--- src/rtl/ssp_pkg.sv ---
// Notes on behaviour
// - spi master samples input at end of bit when phase bit set, middle otherwise.
// - idle-low clock: spi slave shifts data out on rising edge when edge bit set, else falling; spi master always on falling.
// - i2c byte arriving while buffer full sets overflow; ignored on transmit; software clears.
// - enable in spi takes over clock, data out and data in pins, and the select pin in mode 0100 only.
// - enable in i2c takes over bus data and clock pins.
// - enable cleared disables the port and returns pins to general i/o.
// - i2c slave holds clock low while polarity bit is 0, releases at 1.
// - modes 0000/0001/0010 are spi master at fosc/4, /16, /64.
// - mode 0011 is spi master at half the period timer output rate.
// - mode 0100 spi slave with select; 0101 slave with select pin freed.
// - modes 0110 and 0111 are i2c slave with 7 or 10 bit address.
// - mode 1000 is i2c master, bus clock fosc over 4 times (value plus one).
// - mode 1011 is firmware controlled i2c master, slave function idle.
// - modes 1110/1111 are i2c slave raising interrupt on start and stop.
// - i2c master transmit clears ack status on ack, sets it on no ack.
// - after eight bits, byte moves to buffer, buffer full and interrupt flag set.
// - buffer write during a master-mode transfer is discarded and sets write collision flag.
// - software read of the buffer clears the buffer full flag.
// - shift register moves data most significant bit first.
package ssp_pkg;
	localparam logic [7:0] ADDR_CTRL   = 8'h14;
	localparam logic [7:0] ADDR_CTRL2  = 8'h91;
	localparam logic [7:0] ADDR_STAT   = 8'h94;
	localparam logic [7:0] ADDR_BUF    = 8'h13;
	localparam logic [7:0] ADDR_ABAUD  = 8'h93;
	localparam logic [7:0] ADDR_IFLAG  = 8'h0c;
	localparam logic [7:0] ADDR_TIMER  = 8'h11;
	localparam int         WB_AW       = 10;
	// control, status and control2 bit positions
	localparam int CTL_WRITE_COLLISION_FLAG = 7;
	localparam int CTL_OV   = 6;
	localparam int CTL_EN   = 5;
	localparam int CTL_CKP  = 4;
	localparam int ST_SMP   = 7;
	localparam int ST_CKE   = 6;
	localparam int ST_P     = 4;
	localparam int ST_S     = 3;
	localparam int ST_RW    = 2;
	localparam int ST_BF    = 0;
	localparam int C2_ACK_STATUS_BIT = 6;
	localparam int C2_ACK_VALUE_BIT   = 5;
	localparam int C2_ACK_SEQUENCE_ENABLE   = 4;
	localparam int C2_RCEN    = 3;
	localparam int C2_PEN     = 2;
	localparam int C2_RESTART_COND_ENABLE    = 1;
	localparam int C2_SEN     = 0;
	localparam logic [7:0] CTRL_RST  = 8'h00;
	localparam logic [7:0] CTRL2_RST = 8'h00;
	localparam logic [7:0] STAT_RST  = 8'h00;
	localparam logic [7:0] ABAUD_RST = 8'h00;
	localparam logic [7:0] TIMER_RST = 8'hff;
	localparam logic [3:0] M_SPI_D4   = 4'h0;
	localparam logic [3:0] M_SPI_D16  = 4'h1;
	localparam logic [3:0] M_SPI_D64  = 4'h2;
	localparam logic [3:0] M_SPI_TMR  = 4'h3;
	localparam logic [3:0] M_SPI_SS   = 4'h4;
	localparam logic [3:0] M_SPI_NOSS = 4'h5;
	localparam logic [3:0] M_I2C_S7   = 4'h6;
	localparam logic [3:0] M_I2C_S10  = 4'h7;
	localparam logic [3:0] M_I2C_M    = 4'h8;
	localparam logic [3:0] M_I2C_FW   = 4'hb;
	localparam logic [3:0] M_I2C_S7I  = 4'he;
	localparam logic [3:0] M_I2C_S10I = 4'hf;
	// half-bit divider counts (system clocks per half bit)
	localparam logic [7:0] HALF_D4  = 8'd2;
	localparam logic [7:0] HALF_D16 = 8'd8;
	localparam logic [7:0] HALF_D64 = 8'd32;
	localparam int         CLK_HZ   = 20000000;
	localparam logic [3:0] BITS     = 4'd8;
	typedef enum logic [2:0] {SSP_IDLE, SSP_SHIFT, SSP_START, SSP_RESTART,
		SSP_STOP, SSP_ACK} ssp_state_t;
endpackage

--- src/rtl/ssp_sync_if.sv ---
interface ssp_sync_if;
	logic [4:0] raw;
	logic [4:0] sync;
	modport sync_side (input raw, output sync);
	modport user (output raw, input sync);
endinterface

--- src/rtl/ssp_top.sv ---
module ssp_top
	import ssp_pkg::*;
(
	// system
	input  wire logic                clk_i,
	input  wire logic                rst_i,
	// wishbone slave
	input  wire logic                cyc_i,
	input  wire logic                stb_i,
	input  wire logic                we_i,
	input  wire logic [ssp_pkg::WB_AW-1:0] adr_i,
	input  wire logic [3:0]          sel_i,
	input  wire logic [31:0]         dat_i,
	output logic      [31:0]         dat_o,
	output logic                     ack_o,
	// serial pins (clk, sdo/sda, sdi, select)
	input  wire logic                sck_i,
	input  wire logic                sda_i,
	input  wire logic                sdi_i,
	input  wire logic                ss_n_i,
	output logic                     sck_o,
	output logic                     sck_oe_o,
	output logic                     sdo_o,
	output logic                     sdo_oe_o,
	// pins owned by serial port
	output logic                     pins_owned_o,
	output logic                     ss_owned_o,
	// port interrupt flag
	output logic                     port_irq_o
);
	import ssp_pkg::*;

	ssp_sync_if sif ();
	assign sif.raw = {sck_i, sda_i, sdi_i, ss_n_i, 1'b0};
	ssp_sync #(.W(5)) u_sync (.clk_i(clk_i), .rst_i(rst_i), .s(sif.sync_side));
	logic sck_s, sda_s, sdi_s, ss_n_s;
	assign {sck_s, sda_s, sdi_s, ss_n_s} = sif.sync[4:1];

	function automatic logic is_i2c(input logic [3:0] m);
		is_i2c = (m >= M_I2C_S7) && (m != M_SPI_NOSS);
	endfunction
	function automatic logic is_i2c_slave(input logic [3:0] m);
		is_i2c_slave = (m == M_I2C_S7) || (m == M_I2C_S10) || (m == M_I2C_S7I)
			|| (m == M_I2C_S10I);
	endfunction

	logic [7:0] ctrl_q, ctrl_d, ctrl2_q, ctrl2_d, stat_q, stat_d;
	logic [7:0] buf_q, buf_d, sr_q, sr_d, abaud_q, abaud_d, tmr_q, tmr_d;
	logic [7:0] div_q, div_d, tdiv_q, tdiv_d;
	logic [3:0] cnt_q, cnt_d;
	logic       phase_q, phase_d, irq_q, irq_d;
	logic       sck_q, sck_d, sckoe_q, sckoe_d, sdo_q, sdo_d, sdooe_q, sdooe_d;
	logic       ack_q, ack_d, tpulse_q, tpulse_d, tog_q, tog_d;
	logic       psck_q, psck_d, pss_q, psda_q;
	logic [31:0] dat_q, dat_d;
	ssp_state_t st_q, st_d;

	wire [3:0] mode   = ctrl_q[3:0];
	wire       en     = ctrl_q[CTL_EN];
	wire       clock_polarity_release    = ctrl_q[CTL_CKP];
	wire       i2c    = is_i2c(mode);
	wire       master = (mode <= M_SPI_TMR);
	wire       i2cm   = (mode == M_I2C_M) || (mode == M_I2C_FW);
	wire       req    = cyc_i && stb_i && !ack_q;
	wire       wr     = req && we_i && sel_i[0];
	wire       rd     = req && !we_i;
	wire [7:0] a8     = adr_i[9:2];
	wire       busy   = (st_q != SSP_IDLE);

	// half-bit period select
	logic [7:0] half;
	always_comb
	begin
		case (mode)
			M_SPI_D4:  half = HALF_D4;
			M_SPI_D16: half = HALF_D16;
			M_SPI_D64: half = HALF_D64;
			M_I2C_M:   half = 8'((abaud_q + 8'd1) << 1);
			default:   half = HALF_D4;
		endcase
	end

	always_comb
	begin
		ctrl_d = ctrl_q;
		ctrl2_d = ctrl2_q;
		stat_d = stat_q;
		buf_d = buf_q;
		sr_d = sr_q;
		abaud_d = abaud_q;
		tmr_d = tmr_q;
		div_d = div_q;
		tdiv_d = tdiv_q;
		cnt_d = cnt_q;
		phase_d = phase_q;
		irq_d = 1'b0;
		sck_d = sck_q;
		sdo_d = sdo_q;
		st_d = st_q;
		tpulse_d = 1'b0;
		tog_d = tog_q;
		psck_d = sck_s;
		ack_d = req;
		dat_d = 32'h0;
		// period timer: pulse every tmr_q+1 clocks, toggle halves rate
		tdiv_d = (tdiv_q == tmr_q) ? 8'h00 : 8'(tdiv_q + 8'd1);
		if (tdiv_q == tmr_q)
		begin
			tog_d = !tog_q;
			tpulse_d = tog_q;
		end
		// register writes
		if (wr)
		begin
			case (a8)
				ADDR_CTRL:  ctrl_d = dat_i[7:0];
				ADDR_STAT:  stat_d[7:6] = dat_i[7:6];
				ADDR_ABAUD: abaud_d = dat_i[7:0];
				ADDR_TIMER: tmr_d = dat_i[7:0];
				ADDR_CTRL2:
				begin
					ctrl2_d[7] = dat_i[7];
					ctrl2_d[C2_ACK_VALUE_BIT] = dat_i[C2_ACK_VALUE_BIT];
					if (!busy && i2cm && en)
						ctrl2_d[4:0] = dat_i[4:0];
				end
				ADDR_BUF:
				begin
					if (busy)
						ctrl_d[CTL_WRITE_COLLISION_FLAG] = 1'b1;
					else if (en)
					begin
						sr_d = dat_i[7:0];
						cnt_d = 4'd0;
						div_d = 8'd0;
						phase_d = 1'b0;
						if (master || (i2cm && !busy))
							st_d = SSP_SHIFT;
						sdo_d = dat_i[7];
					end
				end
				default: ;
			endcase
		end
		if (rd)
		begin
			case (a8)
				ADDR_CTRL:  dat_d = {24'h0, ctrl_q};
				ADDR_CTRL2: dat_d = {24'h0, ctrl2_q};
				ADDR_STAT:  dat_d = {24'h0, stat_q};
				ADDR_ABAUD: dat_d = {24'h0, abaud_q};
				ADDR_TIMER: dat_d = {24'h0, tmr_q};
				ADDR_IFLAG: dat_d = {28'h0, irq_q, 3'h0};
				ADDR_BUF:
				begin
					dat_d = {24'h0, buf_q};
					stat_d[ST_BF] = 1'b0;
				end
				default:    dat_d = 32'h0;
			endcase
		end
		// i2c master sequence launch
		if (st_q == SSP_IDLE && i2cm && en)
		begin
			if (ctrl2_q[C2_SEN]) st_d = SSP_START;
			else if (ctrl2_q[C2_RESTART_COND_ENABLE]) st_d = SSP_RESTART;
			else if (ctrl2_q[C2_PEN]) st_d = SSP_STOP;
			else if (ctrl2_q[C2_ACK_SEQUENCE_ENABLE]) st_d = SSP_ACK;
			else if (ctrl2_q[C2_RCEN])
			begin
				st_d = SSP_SHIFT;
				cnt_d = 4'd0;
				sr_d = 8'hff;
			end
			div_d = 8'd0;
			phase_d = 1'b0;
		end
		// bit engine
		if (busy)
		begin
			if ((mode == M_SPI_TMR) ? tpulse_q : (div_q + 8'd1 >= half))
			begin
				div_d = 8'd0;
				phase_d = !phase_q;
				if (st_q == SSP_SHIFT)
				begin
					// phase 0 leading edge, phase 1 trailing edge
					sck_d = phase_q ? clock_polarity_release : !clock_polarity_release;
					if (!phase_q && !stat_q[ST_SMP])
						sr_d = {sr_q[6:0], i2c ? sda_s : sdi_s};
					if (phase_q)
					begin
						if (stat_q[ST_SMP] && !i2c)
							sr_d = {sr_q[6:0], sdi_s};
						if (i2c && !stat_q[ST_SMP])
							sr_d = {sr_q[6:0], sda_s};
						cnt_d = 4'(cnt_q + 4'd1);
						sdo_d = sr_d[7];
						if (cnt_q == BITS - 4'd1)
						begin
							st_d = SSP_IDLE;
							buf_d = sr_d;
							irq_d = 1'b1;
							if (stat_q[ST_BF] && i2c && ctrl2_q[C2_RCEN])
								ctrl_d[CTL_OV] = 1'b1;
							stat_d[ST_BF] = 1'b1;
							ctrl2_d[C2_RCEN] = 1'b0;
							if (i2c && !ctrl2_q[C2_RCEN])
								ctrl2_d[C2_ACK_STATUS_BIT] = sda_s;
						end
					end
				end
				else
				begin
					// start, restart, stop, ack: two half-bit steps
					sck_d = phase_q;
					case (st_q)
						SSP_START:   sdo_d = 1'b0;
						SSP_RESTART: sdo_d = phase_q ? 1'b0 : 1'b1;
						SSP_STOP:    sdo_d = phase_q ? 1'b1 : 1'b0;
						SSP_ACK:     sdo_d = ctrl2_q[C2_ACK_VALUE_BIT];
						default:     sdo_d = sdo_q;
					endcase
					if (phase_q)
					begin
						st_d = SSP_IDLE;
						ctrl2_d[4:0] = 5'h0;
						irq_d = 1'b1;
					end
				end
			end
			else
				div_d = 8'(div_q + 8'd1);
		end
		// spi slave: shift on pin clock edges, framed by select in mode M_SPI_SS only
		if (en && (mode == M_SPI_SS || mode == M_SPI_NOSS))
		begin
			if (mode == M_SPI_SS && ss_n_s)
				cnt_d = 4'd0;
			else if (sck_s != psck_q)
			begin
				if ((sck_s ^ clock_polarity_release) == stat_q[ST_CKE])
					sdo_d = sr_q[7];
				else
				begin
					sr_d = {sr_q[6:0], sdi_s};
					cnt_d = 4'(cnt_q + 4'd1);
					if (cnt_q == BITS - 4'd1)
					begin
						cnt_d = 4'd0;
						buf_d = {sr_q[6:0], sdi_s};
						if (stat_q[ST_BF]) ctrl_d[CTL_OV] = 1'b1;
						stat_d[ST_BF] = 1'b1;
						irq_d = 1'b1;
					end
				end
			end
		end
		// i2c slave start/stop detection
		if (en && is_i2c_slave(mode) && sck_s && sda_s != psda_q)
		begin
			stat_d[ST_S] = !sda_s;
			stat_d[ST_P] = sda_s;
			if (mode[3]) irq_d = 1'b1;
		end
		if (!en)
		begin
			st_d = SSP_IDLE;
			cnt_d = 4'd0;
			stat_d[ST_S] = 1'b0;
			stat_d[ST_P] = 1'b0;
			sck_d = clock_polarity_release;
		end
		stat_d[ST_RW] = i2cm && (st_d != SSP_IDLE);
		// drivers: enable only when port owns the pins
		sckoe_d = en && ((master && !i2c) || (i2cm && !sck_d)
			|| (is_i2c_slave(mode) && !clock_polarity_release));
		sdooe_d = en && (i2c ? !sdo_d && (i2cm || st_q == SSP_ACK)
			: !(mode == M_SPI_SS && ss_n_s));
	end

	always_ff @(posedge clk_i)
	begin
		if (rst_i)
		begin
			ctrl_q <= CTRL_RST;
			ctrl2_q <= CTRL2_RST;
			stat_q <= STAT_RST;
			buf_q <= 8'h00;
			sr_q <= 8'h00;
			abaud_q <= ABAUD_RST;
			tmr_q <= TIMER_RST;
			div_q <= 8'h00;
			tdiv_q <= 8'h00;
			cnt_q <= 4'h0;
			phase_q <= 1'b0;
			irq_q <= 1'b0;
			sck_q <= 1'b0;
			sckoe_q <= 1'b0;
			sdo_q <= 1'b1;
			sdooe_q <= 1'b0;
			ack_q <= 1'b0;
			tpulse_q <= 1'b0;
			tog_q <= 1'b0;
			psck_q <= 1'b0;
			pss_q <= 1'b1;
			psda_q <= 1'b1;
			dat_q <= 32'h0;
			st_q <= SSP_IDLE;
		end
		else
		begin
			ctrl_q <= ctrl_d;
			ctrl2_q <= ctrl2_d;
			stat_q <= stat_d;
			buf_q <= buf_d;
			sr_q <= sr_d;
			abaud_q <= abaud_d;
			tmr_q <= tmr_d;
			div_q <= div_d;
			tdiv_q <= tdiv_d;
			cnt_q <= cnt_d;
			phase_q <= phase_d;
			irq_q <= irq_d || (irq_q && !(wr && a8 == ADDR_IFLAG && !dat_i[3]));
			sck_q <= sck_d;
			sckoe_q <= sckoe_d;
			sdo_q <= sdo_d;
			sdooe_q <= sdooe_d;
			ack_q <= ack_d;
			tpulse_q <= tpulse_d;
			tog_q <= tog_d;
			psck_q <= psck_d;
			pss_q <= ss_n_s;
			psda_q <= sda_s;
			dat_q <= dat_d;
			st_q <= st_d;
		end
	end

	logic own_q, ssown_q;
	always_ff @(posedge clk_i)
	begin
		if (rst_i)
		begin
			own_q <= 1'b0;
			ssown_q <= 1'b0;
		end
		else
		begin
			own_q <= en;
			ssown_q <= en && mode == M_SPI_SS;
		end
	end

	assign dat_o = dat_q;
	assign ack_o = ack_q;
	assign sck_o = sck_q;
	assign sck_oe_o = sckoe_q;
	assign sdo_o = sdo_q;
	assign sdo_oe_o = sdooe_q;
	assign pins_owned_o = own_q;
	assign ss_owned_o = ssown_q;
	assign port_irq_o = irq_q;
endmodule

--- src/rtl/ssp_sync.sv ---
// two-flop synchroniser for pin inputs
module ssp_sync #(
	parameter int W = 5
) (
	input  wire logic clk_i,
	input  wire logic rst_i,
	ssp_sync_if.sync_side s
);
	logic [W-1:0] m_q;
	logic [W-1:0] m_d;
	logic [W-1:0] o_q;
	logic [W-1:0] o_d;
	always_comb
	begin
		m_d = s.raw;
		o_d = m_q;
	end
	always_ff @(posedge clk_i)
	begin
		if (rst_i)
		begin
			m_q <= '0;
			o_q <= '0;
		end
		else
		begin
			m_q <= m_d;
			o_q <= o_d;
		end
	end
	assign s.sync = o_q;
endmodule

--- config.mk ---
export PLATFORM = sky130hd
export DESIGN_NAME = ssp_top
export DESIGN_NICKNAME = d
export VERILOG_FILES = /design/src/rtl/ssp_pkg.sv /design/src/rtl/ssp_sync_if.sv /design/src/rtl/ssp_top.sv /design/src/rtl/ssp_sync.sv
export SDC_FILE = /design/constraint.sdc
export NUM_CORES = 1
export LEC_CHECK = 0
export ABC_AREA = 0
export BUFFER_PORTS_ARGS = -buffer_cell sky130_fd_sc_hd__buf_2
export CORE_MARGIN = 2
export CORE_UTILIZATION = 30
export CTS_BUF_LIST = sky130_fd_sc_hd__clkbuf_8
export CTS_CLUSTER_DIAMETER = 120
export DETAILED_ROUTE_END_ITERATION = 6
export PLACE_DENSITY_LB_ADDON = 0.3
export SKIP_CTS_REPAIR_TIMING = 1
export SYNTH_ARGS = -nofsm -noshare
export SYNTH_HDL_FRONTEND = slang
export SYNTH_SLANG_ARGS = --single-unit
--- constraint.sdc ---
create_clock -name clk_i -period 3.99 [get_ports clk_i]
set_clock_uncertainty 0.1 [all_clocks]
set_input_delay 0.399 -clock clk_i [delete_from_list [all_inputs] [get_ports clk_i]]
set_output_delay 0.399 -clock clk_i [all_outputs]
set_load 0.03 [all_outputs]
## After elaboration in Yosys (flattened, before gate mapping)

Cells that the tools add are included.
W data, S select, Z words.

- Add/subtract/negate cells: 4
- Magnitude comparators: 3
- Equal/unequal tests: 30
- Muxes and demuxes: 155
- Bitwise operators: 4
- Reduce and logical (&&, ||, !) cells: 76

Operators with widths:

| kind | count |
|---|---|
| $mux W8 | 37 |
| $mux W4 | 18 |
| $mux W1 | 70 |
| $pmux W8 S7 | 1 |
| $mux W3 | 18 |
| $logic_and A1 B1 Y1 | 32 |
| $mux W5 | 6 |
| $eq A8 B5 Y1 const B | 3 |
| $eq A8 B8 Y1 const B | 3 |
| $pmux W8 S3 | 1 |
| $eq A4 B3 Y1 const B | 5 |
| $add A8 B1 Y8 const B | 2 |
| $eq A4 B4 Y1 const B | 4 |
| $logic_not A1 Y1 | 15 |
| $reduce_bool A3 Y1 | 5 |
| $mux W7 | 2 |
| $logic_or A1 B1 Y1 | 10 |
| $reduce_and A2 Y1 | 5 |
| $eq A4 B2 Y1 const B | 2 |
| $eq A8 B4 Y1 const B | 1 |
| $eq A8 B8 Y1 | 1 |
| $ge A8 B8 Y1 | 1 |
| $reduce_or A2 Y1 | 4 |
| $add A7 B1 Y7 const B | 1 |
| 19 further kinds | 25 |

- Register bits after elaboration: 132
- Input port bits: 55

## Logic depth before layout (Yosys ltp)

Gate-level depths: netlist of run 1.

- Depth after elaboration: 26
- Mapped depth: 15

## Hierarchy

Synthesis of run 1 repeated with hierarchy kept, for this count alone.

- Cells, all modules: 698
- Area, all modules: 5,894.4 um2

By module, submodules not included:

| module | instances | cells an instance | area each (um2) | seq. area each (um2) |
|---|---|---|---|---|
| ssp_top | 1 | 678 | 5,631.7 | 1,961.9 |
| ssp_sync | 1 | 20 | 262.8 | 200.2 |

## Worst setup path before layout of run 1

Ideal clock, no wire load.

- Kind: register to register
- Start: register ctrl_q[3]
- End: register sdooe_q, in the netlist sdo_oe_o
- Arrival: 2.677 ns
- Slack: 1.078 ns
- Stages on the path, launching flop included: 14
- Path buffers: 3
- Clock period less this slack: 2.912 ns
- Cell sequence: dfxtp_1 -> buf_6 -> clkbuf_1 -> nand2b_1 -> nor3_1 -> nand2_1 -> ha_1 -> or3_1 -> o21ai_1 -> nand2_1 -> buf_4 -> o211a_1 -> a221oi_2 -> o22ai_1

- Longest elaborated chain between the ends: 20

Ends and longest elaborated chain:

| element | line | text |
|---|---|---|
| from (decl) | ssp_top.sv:47 | `logic [7:0] ctrl_q, ctrl_d, ctrl2_q, ctrl2_d, stat_q, stat_d;` |
| from (signal assigned) | ssp_top.sv:313 | `ctrl_q <= ctrl_d;` |
| parallel branches: the longest is 18 deep, another holds $ge A8 B8 Y1 | -- |  |
| $mux W1 * | ssp_top.sv:278 | `sdooe_d = en && (i2c ? !sdo_d && (i2cm \|\| st_q == SSP_ACK)` |
| $logic_and A1 B1 Y1 * | ssp_top.sv:278 |  |
| to (signal assigned) | ssp_top.sv:328 | `sdooe_q <= sdooe_d;` |
| to (decl) | ssp_top.sv:52 | `logic sck_q, sck_d, sckoe_q, sckoe_d, sdo_q, sdo_d, sdooe_q, sdooe_d;` |

Mark *: on every way between the ends.
A chain may end at the register's enable or synchronous reset.

## Worst setup path after layout of run 1

- Start: register abaud_q[0]
- End: register sr_q[1]

- Longest elaborated chain between the ends: 10

Ends and longest elaborated chain:

| element | line | text |
|---|---|---|
| from (decl) | ssp_top.sv:48 | `logic [7:0] buf_q, buf_d, sr_q, sr_d, abaud_q, abaud_d, tmr_q, tmr_d;` |
| from (signal assigned) | ssp_top.sv:318 | `abaud_q <= abaud_d;` |
| $add A7 B1 Y7 * | ssp_top.sv:78 | `M_I2C_M: half = 8'((abaud_q + 8'd1) << 1);` |
| $pmux W8 S3 * | ssp_top.sv:74 | `case (mode)` |
| $ge A8 B8 Y1 * | ssp_top.sv:181 | `if ((mode == M_SPI_TMR) ? tpulse_q : (div_q + 8'd1 >= half))` |
| $mux W1 * | ssp_top.sv:181 |  |
| $mux W8 * | ssp_top.sv:181 |  |
| $mux W8 * | ssp_top.sv:179 | `if (busy)` |
| $mux W8 | ssp_top.sv:242 | `if ((sck_s ^ clock_polarity_release) == stat_q[ST_CKE])` |
| $mux W8 | ssp_top.sv:240 | `else if (sck_s != psck_q)` |
| $mux W8 | ssp_top.sv:238 | `if (mode == M_SPI_SS && ss_n_s)` |
| $mux W8 * | ssp_top.sv:236 | `if (en && (mode == M_SPI_SS \|\| mode == M_SPI_NOSS))` |
| to (signal assigned) | ssp_top.sv:317 | `sr_q <= sr_d;` |
| to (decl) | ssp_top.sv:48 |  |

Every way passes the cells marked *; elsewhere a longest branch is shown, timed or not.

==> run_results.csv, run 1 <==
group,metric,value,unit
synth,synth_top_family_by_area,"simple AND/OR/NAND/NOR gates",
synth,avgSynthCellArea,8.84,sq um
synth,ys.flop_type,"dfxtp_1",
place,dp_slack,0.600,ns
timing,holdWs,0.114,ns
clocking,clk_latency,0.40,ns
timing,min_period_over_period,0.845,
setup_path,worstPathRequired,4.19,ns
timing,fmax,297,MHz
setup_path,start_kind,"flip-flop",
floorplanning,die_area,20400,sq um
timing,rsz0062_at_grt,"no",
pwr,power_switching,0.000515,W
timing,slew_viol_final,0,
synth,synthDistinctLibCells,80,
timing,finalHoldViolCount,0,
synth,netlist_area,5770,sq um
floorplanning,start_util,0.308,
synth,synthAdderAreaFrac,0.0238,
timing,tns,0,ns
route,antenna_left,0,
synth,synth-edff-count,0,
setup_path,crit_fanout,14,
route,drt-initial-drc-count,274,
place,dp_hpwl,11.6,mm
route,drtPass1Iterations,5,
pwr,p_sw_frac,0.269,
clocking,cts.sinks,106,
setup_path,arrival,3.57,ns
synth,synth_xor_area_frac,0.0501,
clocking,cts_root_buf,"clkbuf_8",
timing,worstMarginPinSlew,0.862,ns
outcome,status,"finished clean",
synth,synth_compound_area_frac,0.151,
timing,max_slew_margin,0.422,
finish,drive_gt1_frac,0.150,
pwr,internal-power,0.00140,W
pwr,seqPwrFrac,0.560,
pwr,combinationalPowerShare,0.061,
synth,synthMuxAreaShare,0.109,
finish,nets,749,
finish,mostFrequentLayoutCell,"dfxtp_1",
clocking,numCtsBuffers,9,
route,wl,15.5,mm
place,port_buffers,41,
clocking,cts.clk_slew.worst_paths,0.10,ns
timing,setup_viol,0,
synth,yosysWarnings,0,
pwr,clockPowerShare,0.379,
floorplanning,dieWidth,143,microns
global_routing,grt_max_degree,46,
place,globalplace.congestion,0.869,
synth,seq_area_frac_synth,0.368,
finish,diodes,0,
floorplanning,io_pins,95,
synth,synthTopCellsByArea,"dfxtp_1, mux2i_1, nor2_1, nand2_1, buf_4",
synth,synth_top_cell_by_area,"dfxtp_1",
clocking,htree_num_levels,3,
global_routing,grt_pass1_vias,4386,
pwr,ir_worst_vdd,0.000139,V
timing,setup_slack,0.619,ns
setup_path,worstSetupEndpointType,"flip-flop",
synth,synthSimpleGateAreaFrac,0.235,
flow_run,max_cap_violations,0,
floorplanning,core-area,18800,sq um
global_routing,antenna_found_initial,0,
global_routing,grt_pass1_wl,24.1,mm
clocking,cts_tree,"done",
synth,synth-seq-cells,106,
synth,synth_cells,653,
route,drc,0,
finish,final_cell_mix,"dfxtp_1, nor2_1, nand2_1",
global_routing,grt_use_total,0.154,
timing,finalCriticalPeriod,3.37,ns
synth,async_flop_share,0,
min_path,min_path_type,"in2reg",
route,vias,4775,
pwr,power.leakage,2.50,nW
route,via_per_inst,5.18,
finish,fin_util,0.336,
pwr,total_power,0.00191,W
floorplanning,num_rows,50,
finish,area_growth,9.32,%
synth,synth_top_cell_area_share,0.368,
pwr,p_per_area,303,nW/um^2
route,routedWlPerCell,16.8,microns
global_routing,grt_overflow_total,0,
setup_path,critPathKind,"reg2reg",
clocking,cts_max_path_buffers,2,
floorplanning,die_y,143,microns
cell type report:
| class | count | area [sq um] |
|---|---|---|
| fill | 2001 | 12500 |
| tap | 234 | 293 |
| inverter | 13 | 48.8 |
| sequential | 106 | 2120 |
| clock inverter | 7 | 88.8 |
| multi-input combinational | 505 | 3380 |
| clock buffer | 9 | 124 |
| timing repair buffer | 48 | 258 |
cells in the mapped netlist, types with 7 or more instances:
cell type and number:
a21oi_1 27, a221o_1 8, a31oi_1 7, and3_1 8, buf_4 25, clkbuf_1 17
dfxtp_1 106, ha_1 11, inv_1 13, mux2i_1 55, nand2_1 64, nand2b_1 9
nand3_1 20, nor2_1 84, nor2b_1 12, nor3_1 9, o21ai_0 16, xnor2_1 15
xor2_1 18
logic make-up after synthesis:
| group | count (synthesis) |
|---|---|
| other | 1 |
| buffers and inverters | 65 |
| adder cells (fa/ha/maj) | 11 |
| XOR/XNOR | 33 |
| AND/OR/NAND/NOR | 258 |
| flip-flops | 106 |
| multiplexers | 62 |
| AO/OA/AOI/OAI | 117 |
final timing paths:
kind / startpoint / depth (start not counted) / end / slack (ns)
max: abaud_q[0] / 13 / sr_q[1] / 0.62
max reg2reg: abaud_q[0] / 13 / sr_q[1] / 0.62
min reg2reg: u_sync.m_q[1] / 1 / u_sync.s.sync[1] / 0.34
min: sck_i / 2 / u_sync.m_q[4] / 0.11
registers in the layout, summed over array words and instances, names as in the netlist, 4 cells and up:
signal and cells:
abaud_q 8, buf_q 8, ctrl2_q 8, ctrl_q 8, dat_o 8, div_q 8
sr_q 8, tdiv_q 8, tmr_q 8, stat_q 6, cnt_q 4, u_sync.m_q 4
u_sync.s.sync 4
per-stage QoR:
| step | std cells | cell area, sq um |
|---|---|---|
| floorplan | 676 | 5860 |
| global placement | 906 | 6100 |
| detailed placement | 906 | 6100 |
| CTS | 922 | 6310 |
| global route | 922 | 6310 |
| finish | 922 | 6310 |
power by group through the flow:
| stage | Sequential, W | Combinational, W | Clock (W) |
|---|---|---|---|
| 6_report | 0.00107 | 0.000117 | 0.000725 |
| 5_1_grt | 0.00107 | 0.000127 | 0.000787 |
| 4_1_cts | 0.00107 | 0.000117 | 0.000747 |
| 3_5_place_dp | 0.00110 | 0.000117 | 0 |
| 3_3_place_gp | 0.00110 | 0.000118 | 0 |
| 2_1_floorplan | 0.00109 | 0.0000951 | 0 |
per-layer routing:
metal / routed length (microns) / global-route usage / vias to the layer above
met5: 0 / 0 / -
li1: - / - / 2350
met4: 118 / 0.0323 / 0
met2: 7310 / 0.249 / 124
met1: 7250 / 0.212 / 2293
met3: 798 / 0.0332 / 8
critical path: stages, from the launching register on:
cell and delay (ns):
dfxtp_1 0.46, ha_1 0.25, nand3_1 0.10, xnor2_1 0.15, nand2_1 0.07, mux2i_1 0.12
nand2_1 0.07, ha_1 0.20, or3_1 0.37, o21ai_1 0.25, nand2_1 0.25, a41oi_4 0.54
nor2_1 0.07, a311oi_1 0.27
Note: power is estimated with default switching activity, not from simulation.
==> run 2, diff against run 1 <==
Clock period 3.99 ns to 3.2 ns, I/O delays scaled along.
==> run 2 against run 1 <==
Core utilization up 0.91 points. Count of clock-buffer cells in the layout unchanged. Routed wire length up 1.3%. Total power up 22%. Highest routed layer unchanged. Sequential cell count unchanged. Hold slack worse by 0.091 ns. Sequential share of layout area down 0.86 points. Die area unchanged. Cell count up 1.8%. Global-route usage up 0.36 points. Critical path depth up 1. Via count up 0.94%.
==> run_results.csv, run 2 (synthesis results as in run 1) <==
group,metric,value,unit
clocking,cts_tree,"done",
floorplanning,die_y,143,microns
setup_path,critPathKind,"reg2reg",
setup_path,reg2reg_slack,0.19,ns
global_routing,grt_pass1_vias,4586,
timing,tns,0,ns
flow_run,max_cap_violations,0,
clocking,cts_root_buf,"clkbuf_8",
setup_path,arrival,3.22,ns
global_routing,grt_use_total,0.158,
clocking,cts.clk_slew.worst_paths,0.11,ns
timing,fmax,332,MHz
setup_path,crit_slowest_cell,"dfxtp_1",
setup_path,crit_fanout,4,
clocking,htree_num_levels,3,
finish,drive_gt1_frac,0.182,
outcome,status,"finished clean",
route,drtPass1Iterations,5,
place,dp_slack,0.0183,ns
setup_path,regToRegEndpoint,"cnt_q[3]",
timing,setup_slack,0.188,ns
pwr,p_per_area,360,nW/um^2
place,globalplace.congestion,0.858,
global_routing,grt_overflow_total,0,
floorplanning,core-area,18800,sq um
setup_path,rr_worst_depth,14,
setup_path,start_kind,"flip-flop",
min_path,min_path_cells,2,
route,drt-initial-drc-count,318,
floorplanning,start_util,0.308,
pwr,total_power,0.00233,W
setup_path,critPathMaxStageDelay,0.41,ns
global_routing,grt_pass1_wl,24.6,mm
clocking,clk_latency,0.41,ns
route,vias,4820,
floorplanning,num_rows,50,
timing,min_period_over_period,0.941,
clocking,cts_max_path_buffers,2,
route,drc,0,
route,antenna_left,0,
min_path,min_path_type,"in2reg",
setup_path,worstSetupEndpointType,"flip-flop",
route,wl,15.7,mm
floorplanning,io_pins,95,
finish,mostFrequentLayoutCell,"dfxtp_1",
finish,final_cell_mix,"dfxtp_1, nor2_1, nand2_1",
min_path,holdPathEnd,"u_sync.m_q[2]",
route,routedWlPerCell,16.7,microns
timing,finalCriticalPeriod,3.01,ns
global_routing,grt_max_degree,55,
route,via_per_inst,5.13,
min_path,hp-start,"sdi_i",
global_routing,antenna_found_initial,0,
finish,diodes,0,
setup_path,path_cells,"and3_1 > nand3_1 > inv_1 > nand3_1 > xnor2_1 > ha_1 > nand2_1 > nor4_2 > o21ai_2 > buf_4 > a21oi_2 > or3b_1 > nor2_1 > a211o_1",
floorplanning,dieWidth,143,microns
timing,finalHoldViolCount,0,
pwr,ir_worst_vdd,0.000168,V
place,port_buffers,41,
finish,nets,766,
clocking,cts.sinks,106,
pwr,power.leakage,2.59,nW
floorplanning,die_area,20400,sq um
setup_path,path_common_cell,"nand3_1",
setup_path,worstPathRequired,3.41,ns
timing,holdWs,0.0231,ns
timing,worstMarginPinSlew,0.666,ns
clocking,numCtsBuffers,9,
timing,setup_viol,0,
finish,area_growth,12.3,%
timing,slew_viol_final,0,
place,dp_hpwl,11.7,mm
setup_path,reg2reg_from,"div_q[4]",
timing,max_slew_margin,0.556,
==> run 2: area by class of cell <==
type,instances,area [sq um]
inverters,13,48.8
multi-input cells,505,3430
flip-flops and latches,106,2120
clock inverters,7,68.8
clock buffers,9,124
repair buffers,65,398
fillers,2014,12300
well taps,234,293
==> run 2: report_power, final <==
| group | switching (W) | internal [W] |
|---|---|---|
| registers | 0.00000807 | 0.00133 |
| logic | 0.000109 | 0.0000387 |
| clock network | 0.000542 | 0.000305 |
==> run 2: worst max path at each step <==
stage,from,to,slack [ns],cells past startpoint
after detailed placement,div_q[0],div_q[2],0.02,14
after CTS,div_q[0],div_q[2],0.01,14
final,div_q[4],cnt_q[3],0.19,14
after global placement,div_q[0],div_q[5],0.05,14
after global routing,abaud_q[1],buf_q[4],-0.0004,15
after floorplan,ctrl_q[3],sdo_oe_o,0.29,13
==> run 2: through the flow <==
| stage | util | instances | cell area [sq um] |
|---|---|---|---|
| 6_report | 0.345 | 939 | 6480 |
| 5_1_grt | 0.345 | 939 | 6480 |
| 4_1_cts | 0.342 | 938 | 6420 |
| 3_5_place_dp | 0.332 | 922 | 6230 |
| 3_3_place_gp | 0.332 | 922 | 6230 |
| 2_1_floorplan | - | 676 | 5860 |
==> run 2: layer usage <==
layer  vias to the layer above  track usage  part of all wire
met5                         -            0                 0
met4                         0       0.0427             0.014
met3                        20       0.0349             0.042
met2                        98        0.253              0.47
met1                      2315        0.214              0.47
li1                       2387            -                 -
==> run 2: worst max-delay path, delay by kind of cell (launching register included) <==
kind | cells | cell delay, ns
compound gates | 3 | 0.64
flops | 1 | 0.41
xor+xnor | 1 | 0.16
buf+inv | 2 | 0.28
simple gates | 7 | 1.03
fa+ha+maj | 1 | 0.31
